==> config.mk <==
export PLATFORM = sky130hd
export DESIGN_NAME = device_status_flag_bank
export DESIGN_NICKNAME = d
export VERILOG_FILES = /design/src/hdl/flag_bank_pkg.sv /design/src/hdl/w1c_flag_set.sv /design/src/hdl/device_status_flag_bank.sv
export SDC_FILE = /design/constraint.sdc
export NUM_CORES = 1
export LEC_CHECK = 0
export BUFFER_PORTS_ARGS = -buffer_cell sky130_fd_sc_hd__buf_2
export CORE_ASPECT_RATIO = 1.25
export CORE_MARGIN = 3
export CORE_UTILIZATION = 34
export DETAILED_ROUTE_END_ITERATION = 8
export PLACE_DENSITY_LB_ADDON = 0.1
export SLEW_MARGIN = 20
export SYNTH_ARGS = -nofsm -noshare
export SYNTH_HDL_FRONTEND = slang
export SYNTH_SLANG_ARGS = --single-unit
==> constraint.sdc <==
create_clock -name SYS_CLK_IN -period 1.78 [get_ports SYS_CLK_IN]
set_clock_uncertainty 0.1 [all_clocks]
set_input_delay 0.356 -clock SYS_CLK_IN [delete_from_list [all_inputs] [get_ports SYS_CLK_IN]]
set_output_delay 0.356 -clock SYS_CLK_IN [all_outputs]
set_load 0.03 [all_outputs]
==> src/hdl/flag_bank_pkg.sv <==
// Behaviour
// - Routing bit 0 sends serial read data to config pin, 1 to lane 0.
// - Routing register resets to zero; bits 7..1 read zero, ignore writes.
// - Ready flag, bit 7, sets when initialisation busy falls; read-only.
// - After initialisation, detected state corruption clears the ready flag.
// - Reset-event flag, bit 6, sets on every reset event; resets to 1; W1C.
// - Fuse checksum flag, bit 5, sets on state corruption; W1C.
// - Map checksum flag, bit 4, sets on map mismatch; host checks map.
// - Bit 3 is the live OR of the serial error status bits.
// - Bit 2 is the OR of all overrange and underrange flags.
// - Bit 1 reads 1 while powered down, else 0; read-only.
// - Bit 0 is the OR of the channel sleep bits.
// - Channel overrange flags set per channel; W1C; bits 7..4 reserved.
// - Channel underrange flags set per channel; W1C; bits 7..4 reserved.
// - Health status byte has its own address and resets to 0x40.
// - Map checksum spans two consecutive addresses, 16 bits, resets to zero.
// - Serial error register holds several error bits, each set on its cause.
// - Map checksum uses the device polynomial, seed all ones, over the map.
package flag_bank_pkg;

  // Register offsets on the internal register port
  localparam logic [7:0] ROUTE_ADDR    = 8'h14;
  localparam logic [7:0] HEALTH_ADDR   = 8'h20;
  localparam logic [7:0] OVER_ADDR     = 8'h21;
  localparam logic [7:0] UNDER_ADDR    = 8'h22;
  localparam logic [7:0] CKSUM_LO_ADDR = 8'h23;
  localparam logic [7:0] CKSUM_HI_ADDR = 8'h24;

  // Health status field positions
  localparam int READY_BIT  = 7;
  localparam int RESET_BIT  = 6;
  localparam int FUSE_BIT   = 5;
  localparam int MAP_BIT    = 4;
  localparam int SERIAL_BIT = 3;
  localparam int RANGE_BIT  = 2;
  localparam int PD_BIT     = 1;
  localparam int SLEEP_BIT  = 0;
  localparam int ROUTE_BIT  = 0;

  // Sticky health flags {reset, fuse, map}, index order high to low
  localparam int STICKY_RESET_IDX = 2;
  localparam int STICKY_FUSE_IDX  = 1;
  localparam int STICKY_MAP_IDX   = 0;

  // Reset values
  localparam logic [7:0]  HEALTH_RST = 8'h40;
  localparam logic [2:0]  STICKY_RST = 3'h4;
  localparam logic [3:0]  CHAN_RST   = 4'h0;
  localparam logic [15:0] CKSUM_RST  = 16'h0000;
  localparam logic        ROUTE_RST  = 1'b0;

  // Channel count and serial error register width
  localparam int NUM_CHAN  = 4;
  localparam int SERR_BITS = 8;

endpackage : flag_bank_pkg

==> src/hdl/w1c_flag_set.sv <==
`timescale 1ns/1ps
module w1c_flag_set #(
  parameter int                WIDTH     = 4,
  parameter logic [WIDTH-1:0]  RESET_VAL = '0
) (
  // Clock, reset, enable
  input  wire logic             clk_in,
  input  wire logic             resetn_in,
  input  wire logic             ce_in,
  // Set events and write-one clear
  input  wire logic [WIDTH-1:0] set_in,
  input  wire logic [WIDTH-1:0] clr_in,
  // Flag state
  output logic      [WIDTH-1:0] flags_out
);

  // One flop per flag; a set in the clear cycle wins so no event is lost
  genvar i;
  generate
    for (i = 0; i < WIDTH; i++)
    begin : g_flag
      always_ff @(posedge clk_in)
      begin
        if (!resetn_in)
          flags_out[i] <= RESET_VAL[i];
        else if (ce_in)
        begin
          if (set_in[i])
            flags_out[i] <= 1'b1;
          else if (clr_in[i])
            flags_out[i] <= 1'b0;
        end
      end
    end
  endgenerate

endmodule : w1c_flag_set

==> src/hdl/device_status_flag_bank.sv <==
`timescale 1ns/1ps
module device_status_flag_bank (
  // Clock, reset, enable
  input  wire logic        SYS_CLK_IN,
  input  wire logic        RESETN_IN,
  input  wire logic        CLK_EN_IN,
  // Register port from the serial engine
  input  wire logic [7:0]  REG_ADDR_IN,
  input  wire logic        REG_WR_IN,
  input  wire logic [7:0]  REG_WDATA_IN,
  input  wire logic        REG_RD_IN,
  output logic      [7:0]  REG_RDATA_OUT,
  output logic             REG_HIT_OUT,
  // Device events
  input  wire logic        INIT_BUSY_IN,
  input  wire logic        STATE_CORRUPT_IN,
  input  wire logic        MAP_MISMATCH_IN,
  input  wire logic        RESET_EVENT_IN,
  input  wire logic        POWERED_DOWN_IN,
  input  wire logic [7:0]  SERIAL_ERR_IN,
  input  wire logic [3:0]  CHAN_SLEEP_IN,
  input  wire logic [3:0]  OVER_LIMIT_IN,
  input  wire logic [3:0]  UNDER_LIMIT_IN,
  // Serial read data routing
  input  wire logic        SERIAL_RDATA_IN,
  input  wire logic        SERIAL_RDATA_OE_IN,
  output logic             CONFIG_DATA_OUT,
  output logic             CONFIG_DATA_OE_OUT,
  output logic             LANE0_CFG_DATA_OUT,
  output logic             CONFIG_OUT_ON_LANE0_OUT,
  // Checksum and health to neighbouring logic
  output logic      [15:0] MAP_CHECKSUM_OUT,
  output logic             DEVICE_READY_OUT
);

  logic        route_reg;
  logic        ready_reg;
  logic        busy_d_reg;
  logic [15:0] cksum_reg;
  logic [2:0]  sticky_flags;
  logic [3:0]  over_flags;
  logic [3:0]  under_flags;
  logic [2:0]  sticky_set;
  logic [2:0]  sticky_clr;
  logic        wr_route;
  logic        wr_health;
  logic        wr_over;
  logic        wr_under;
  logic        wr_ck_lo;
  logic        wr_ck_hi;
  logic        busy_fell;
  logic        serial_any;
  logic        range_any;
  logic        sleep_any;
  logic [7:0]  health_byte;
  logic [7:0]  rdata_next;
  logic        hit_next;

  // Write decode; strobes only count while the clock is enabled
  assign wr_route  = REG_WR_IN && (REG_ADDR_IN == flag_bank_pkg::ROUTE_ADDR);
  assign wr_health = REG_WR_IN && (REG_ADDR_IN == flag_bank_pkg::HEALTH_ADDR);
  assign wr_over   = REG_WR_IN && (REG_ADDR_IN == flag_bank_pkg::OVER_ADDR);
  assign wr_under  = REG_WR_IN && (REG_ADDR_IN == flag_bank_pkg::UNDER_ADDR);
  assign wr_ck_lo  = REG_WR_IN &&
                     (REG_ADDR_IN == flag_bank_pkg::CKSUM_LO_ADDR);
  assign wr_ck_hi  = REG_WR_IN &&
                     (REG_ADDR_IN == flag_bank_pkg::CKSUM_HI_ADDR);

  // Summary terms of the health byte
  assign serial_any = |SERIAL_ERR_IN;
  assign range_any  = |{over_flags, under_flags};
  assign sleep_any  = |CHAN_SLEEP_IN;
  assign busy_fell  = busy_d_reg && !INIT_BUSY_IN;

  // Routing bit; only bit 0 is stored so reserved bits stay zero
  always_ff @(posedge SYS_CLK_IN)
  begin
    if (!RESETN_IN)
      route_reg <= flag_bank_pkg::ROUTE_RST;
    else if (CLK_EN_IN && wr_route)
      route_reg <= REG_WDATA_IN[flag_bank_pkg::ROUTE_BIT];
  end

  // Serial read data steering, one flop stage to keep outputs clean
  always_ff @(posedge SYS_CLK_IN)
  begin
    if (!RESETN_IN)
    begin
      CONFIG_DATA_OUT         <= 1'b0;
      CONFIG_DATA_OE_OUT      <= 1'b0;
      LANE0_CFG_DATA_OUT      <= 1'b0;
      CONFIG_OUT_ON_LANE0_OUT <= 1'b0;
    end
    else if (CLK_EN_IN)
    begin
      CONFIG_DATA_OUT         <= !route_reg && SERIAL_RDATA_IN;
      CONFIG_DATA_OE_OUT      <= !route_reg && SERIAL_RDATA_OE_IN;
      LANE0_CFG_DATA_OUT      <= route_reg && SERIAL_RDATA_IN;
      CONFIG_OUT_ON_LANE0_OUT <= route_reg;
    end
  end

  // Busy edge tracker for the end of initialisation
  always_ff @(posedge SYS_CLK_IN)
  begin
    if (!RESETN_IN)
      busy_d_reg <= 1'b0;
    else if (CLK_EN_IN)
      busy_d_reg <= INIT_BUSY_IN;
  end

  // Ready flag: corruption wins over a same-cycle busy fall, for safety
  always_ff @(posedge SYS_CLK_IN)
  begin
    if (!RESETN_IN)
      ready_reg <= 1'b0;
    else if (CLK_EN_IN)
    begin
      if (STATE_CORRUPT_IN)
        ready_reg <= 1'b0;
      else if (busy_fell)
        ready_reg <= 1'b1;
    end
  end

  // Sticky health flags; reset flag comes up set
  assign sticky_set[flag_bank_pkg::STICKY_RESET_IDX] = RESET_EVENT_IN;
  assign sticky_set[flag_bank_pkg::STICKY_FUSE_IDX]  = STATE_CORRUPT_IN;
  assign sticky_set[flag_bank_pkg::STICKY_MAP_IDX]   = MAP_MISMATCH_IN;
  assign sticky_clr = wr_health ?
    REG_WDATA_IN[flag_bank_pkg::RESET_BIT:flag_bank_pkg::MAP_BIT] : 3'h0;

  w1c_flag_set #(
    .WIDTH     (3),
    .RESET_VAL (flag_bank_pkg::STICKY_RST)
  ) u_health_flags (
    .clk_in    (SYS_CLK_IN),
    .resetn_in (RESETN_IN),
    .ce_in     (CLK_EN_IN),
    .set_in    (sticky_set),
    .clr_in    (sticky_clr),
    .flags_out (sticky_flags)
  );

  // Per-channel limit flags; upper nibble of writes is dropped
  w1c_flag_set #(
    .WIDTH     (flag_bank_pkg::NUM_CHAN),
    .RESET_VAL (flag_bank_pkg::CHAN_RST)
  ) u_over_flags (
    .clk_in    (SYS_CLK_IN),
    .resetn_in (RESETN_IN),
    .ce_in     (CLK_EN_IN),
    .set_in    (OVER_LIMIT_IN),
    .clr_in    (wr_over ? REG_WDATA_IN[3:0] : 4'h0),
    .flags_out (over_flags)
  );

  w1c_flag_set #(
    .WIDTH     (flag_bank_pkg::NUM_CHAN),
    .RESET_VAL (flag_bank_pkg::CHAN_RST)
  ) u_under_flags (
    .clk_in    (SYS_CLK_IN),
    .resetn_in (RESETN_IN),
    .ce_in     (CLK_EN_IN),
    .set_in    (UNDER_LIMIT_IN),
    .clr_in    (wr_under ? REG_WDATA_IN[3:0] : 4'h0),
    .flags_out (under_flags)
  );

  // Checksum holder; the engine compares against it elsewhere
  always_ff @(posedge SYS_CLK_IN)
  begin
    if (!RESETN_IN)
      cksum_reg <= flag_bank_pkg::CKSUM_RST;
    else if (CLK_EN_IN)
    begin
      if (wr_ck_lo)
        cksum_reg[7:0] <= REG_WDATA_IN;
      if (wr_ck_hi)
        cksum_reg[15:8] <= REG_WDATA_IN;
    end
  end

  // Health byte assembly; bits 3..0 are live, not stored
  assign health_byte = {ready_reg, sticky_flags, serial_any, range_any,
                        POWERED_DOWN_IN, sleep_any};

  // Read mux; unmapped addresses answer zero with no hit
  always_comb
  begin
    rdata_next = 8'h00;
    hit_next   = 1'b1;
    case (REG_ADDR_IN)
      flag_bank_pkg::ROUTE_ADDR:    rdata_next = {7'h00, route_reg};
      flag_bank_pkg::HEALTH_ADDR:   rdata_next = health_byte;
      flag_bank_pkg::OVER_ADDR:     rdata_next = {4'h0, over_flags};
      flag_bank_pkg::UNDER_ADDR:    rdata_next = {4'h0, under_flags};
      flag_bank_pkg::CKSUM_LO_ADDR: rdata_next = cksum_reg[7:0];
      flag_bank_pkg::CKSUM_HI_ADDR: rdata_next = cksum_reg[15:8];
      default:                      hit_next   = 1'b0;
    endcase
  end

  // Read answer registered one cycle after the strobe
  always_ff @(posedge SYS_CLK_IN)
  begin
    if (!RESETN_IN)
    begin
      REG_RDATA_OUT <= 8'h00;
      REG_HIT_OUT   <= 1'b0;
    end
    else if (CLK_EN_IN)
    begin
      REG_RDATA_OUT <= REG_RD_IN ? rdata_next : 8'h00;
      REG_HIT_OUT   <= (REG_RD_IN || REG_WR_IN) && hit_next;
    end
  end

  // Checksum and ready to neighbours; mismatch is meaningful only once
  // the host has loaded the proper value
  always_ff @(posedge SYS_CLK_IN)
  begin
    if (!RESETN_IN)
    begin
      MAP_CHECKSUM_OUT <= flag_bank_pkg::CKSUM_RST;
      DEVICE_READY_OUT <= 1'b0;
    end
    else if (CLK_EN_IN)
    begin
      MAP_CHECKSUM_OUT <= cksum_reg;
      DEVICE_READY_OUT <= ready_reg;
    end
  end
endmodule : device_status_flag_bank

==> flow_summary.ini <==
[place]
hpwl_microns = 5540
place_area_sq_mm = 0.00340
place.gp.congestion = 0.864
post-place-ws_ns = -0.0574
io_buffers = 77

[clock_network]
postCtsSetupBuffers = 0
root_buffer = clkbuf_8
clock_latency_ns = 0.33
cts_tree = built
cts_resized = 0
clk_pin_slew_ns = 0.06
cts_buffers = 9
clock_path_buffers = 2
holdBufCountCts = 0
htreeDepth = 3
cts.sinks = 60

[sta]
hold_viol = 0
max_freq_mhz = 672
fin_crit_sh_pct = 83.7
whs_ns = 0.151
rsz0062_at_grt = no
slew_viol_final = 0
final.min_clock_period_ns = 1.49
setup_viol = 0
setup_slack_ns = 0.291
worst_pin_slew_ns = 0.471
maxSlewHeadroom_pct = 68.6

[setup_path]
crit_chain = buf_2 > nor4b_4 > and3_1 > buf_4 > mux2i_1 > nor2b_1
cpPeakStageDelay_ns = 0.41
worstSetupPathType = input pin to register
cp.required_ns = 1.90
critPathCaptureType = register
critPathSlowestCell = nor4b_4
critPathLaunchType = input pin
crit_buf_inv = 2
critPathTopFamily = simple AND/OR/NAND/NOR gates
path_max_fanout = 6
crit_arrival_ns = 1.61

[drt]
vias = 2383
drt-total-wl_microns = 7430
vias_per_cell = 4.93
final_antenna_net_count = 0
drtIter0Drc = 105
drtPass1Iterations = 4
drc = 0
wl_per_cell_microns = 15.4

[synth]
synth_nets = 334
synth_enable_flop_cells = 0
ys.flop_type = dfxtp_1
synthXorXnorAreaFrac_pct = 0
synth_area_leaders = dfxtp_1 (44%), mux2i_1 (14%), nor2b_1 (11%), nand2_1 (3.7%), a21boi_0 (3.3%)
synth_seq_area_share_pct = 43.6
netlist_top_cells_count = dfxtp_1 (60), nor2b_1 (47), mux2i_1 (39)
yosys_warnings = 0
synth_top_family_by_area = simple AND/OR/NAND/NOR gates
syn_area_sq_mm = 0.00275
synth-compound-area-share_pct = 13.1
yosys.area_share.simple_pct = 23.2
synth_area_leader_cell = dfxtp_1
async_flop_share_pct = 0
syn_avg_cell_area_sq_um = 9.63
synth_fa_ha_area_share_pct = 0
synthMuxAreaShare_pct = 16.6
synth_top_area_share_pct = 43.6
ys_types = 36
netlist_instances = 286
synth_seq_cells = 60
yosysMostFrequentCell = dfxtp_1

[power_and_ir_drop]
leakagePower_nw = 1.59
ir_drop_mv = 0.519
powerDensity_mw_per_mm2 = 858

[worst_hold_path]
hold_class = input pin to register

[run_status]
status = completed

[global_routing]
grt_max_degree = 36
grt_pass1_wl_microns = 12000
grt_pass1_vias = 2362
antenna_found_initial = 0
grt.overflow.total = 0
track_usage_pct = 16.9

[die]
start_util_pct = 35.1
die_w_microns = 86.5
dieArea_sq_mm = 0.00922
die_h_microns = 107
core_sq_mm = 0.00784
ios = 78
core.rowCount = 36

[finish]
fin_nets = 431
stdcell_area_sq_mm = 0.00363
antenna_cells = 0
drive_gt1_share_pct = 32.5
syn_to_final_growth_pct = 31.8
final_core_util_pct = 46.3

[job]
max-cap-violations = 0
path summary, 6_finish.rpt:
path / depth (start not counted) / endpoint / start / slack, ns
worst min register to register: 1 / REG_RDATA_OUT[3] / REG_RDATA_OUT[3] / 0.38
worst max register to register: 4 / REG_RDATA_OUT[2] / u_over_flags.flags_out[1] / 0.41
worst min-delay path: 3 / u_health_flags.flags_out[2] / RESET_EVENT_IN / 0.15
worst max-delay path: 6 / cksum_reg[4] / REG_ADDR_IN[7] / 0.29
cell usage in the layout (no fill, tap or decap), types with 4 or more instances in the layout:
| master | netlist | routed |
|---|---|---|
| a21boi_0 | 12 | 12 |
| a22oi_1 | 6 | 6 |
| and2_1 | 5 | 5 |
| buf_2 | 2 | 77 |
| buf_4 | 3 | 23 |
| clkbuf_8 | 0 | 9 |
| dfxtp_1 | 60 | 60 |
| inv_1 | 6 | 6 |
| mux2_2 | 6 | 6 |
| mux2i_1 | 39 | 39 |
| nand2_1 | 27 | 27 |
| nand3_1 | 5 | 5 |
| nor2_1 | 4 | 4 |
| nor2b_1 | 47 | 47 |
| o21ai_0 | 13 | 13 |
| o32ai_1 | 7 | 7 |
report_power, final:
group          total [mW]  internal (mW)  switching [mW]
combinational       0.282          0.137           0.145
clock                1.46          0.927           0.529
sequential           1.38           1.36          0.0138
metrics by stage:
stage	TNS [ns]	instances	power (mW)
5_1_grt	0	483	3.26
3_5_place_dp	-0.446	467	1.69
2_1_floorplan	0	286	1.55
4_1_cts	0	483	3.16
6_report	0	483	3.11
3_3_place_gp	-0.292	467	1.69
routing by layer:
metal / GRT usage, % / part of all wire (%)
met3: 3.92 / 6.1
met5: 0 / 0
met1: 23.7 / 48
met4: 7.02 / 2.3
met2: 24.8 / 43
cell families after synthesis:
| family | count (synthesis) |
|---|---|
| compound gates | 51 |
| mux | 45 |
| buf+inv | 22 |
| simple gates | 108 |
| flops | 60 |
worst register-to-register path, delay by kind of cell, from the launching register on:
kind	cells	cell delay (ns)
AOI/OAI and AO/OA	2	0.46
DFF	1	0.33
and+or+nand+nor	2	0.36
layout make-up:
cell class	instances	area (sq um)
Clock buffer	11	131
Clock inverter	5	100
Fill cell	810	4210
Inverter	6	22.5
Multi-Input combinational cell	204	1460
Sequential cell	60	1200
Tap cell	95	119
Timing Repair Buffer	102	598
(Power assumes the default switching activity.)
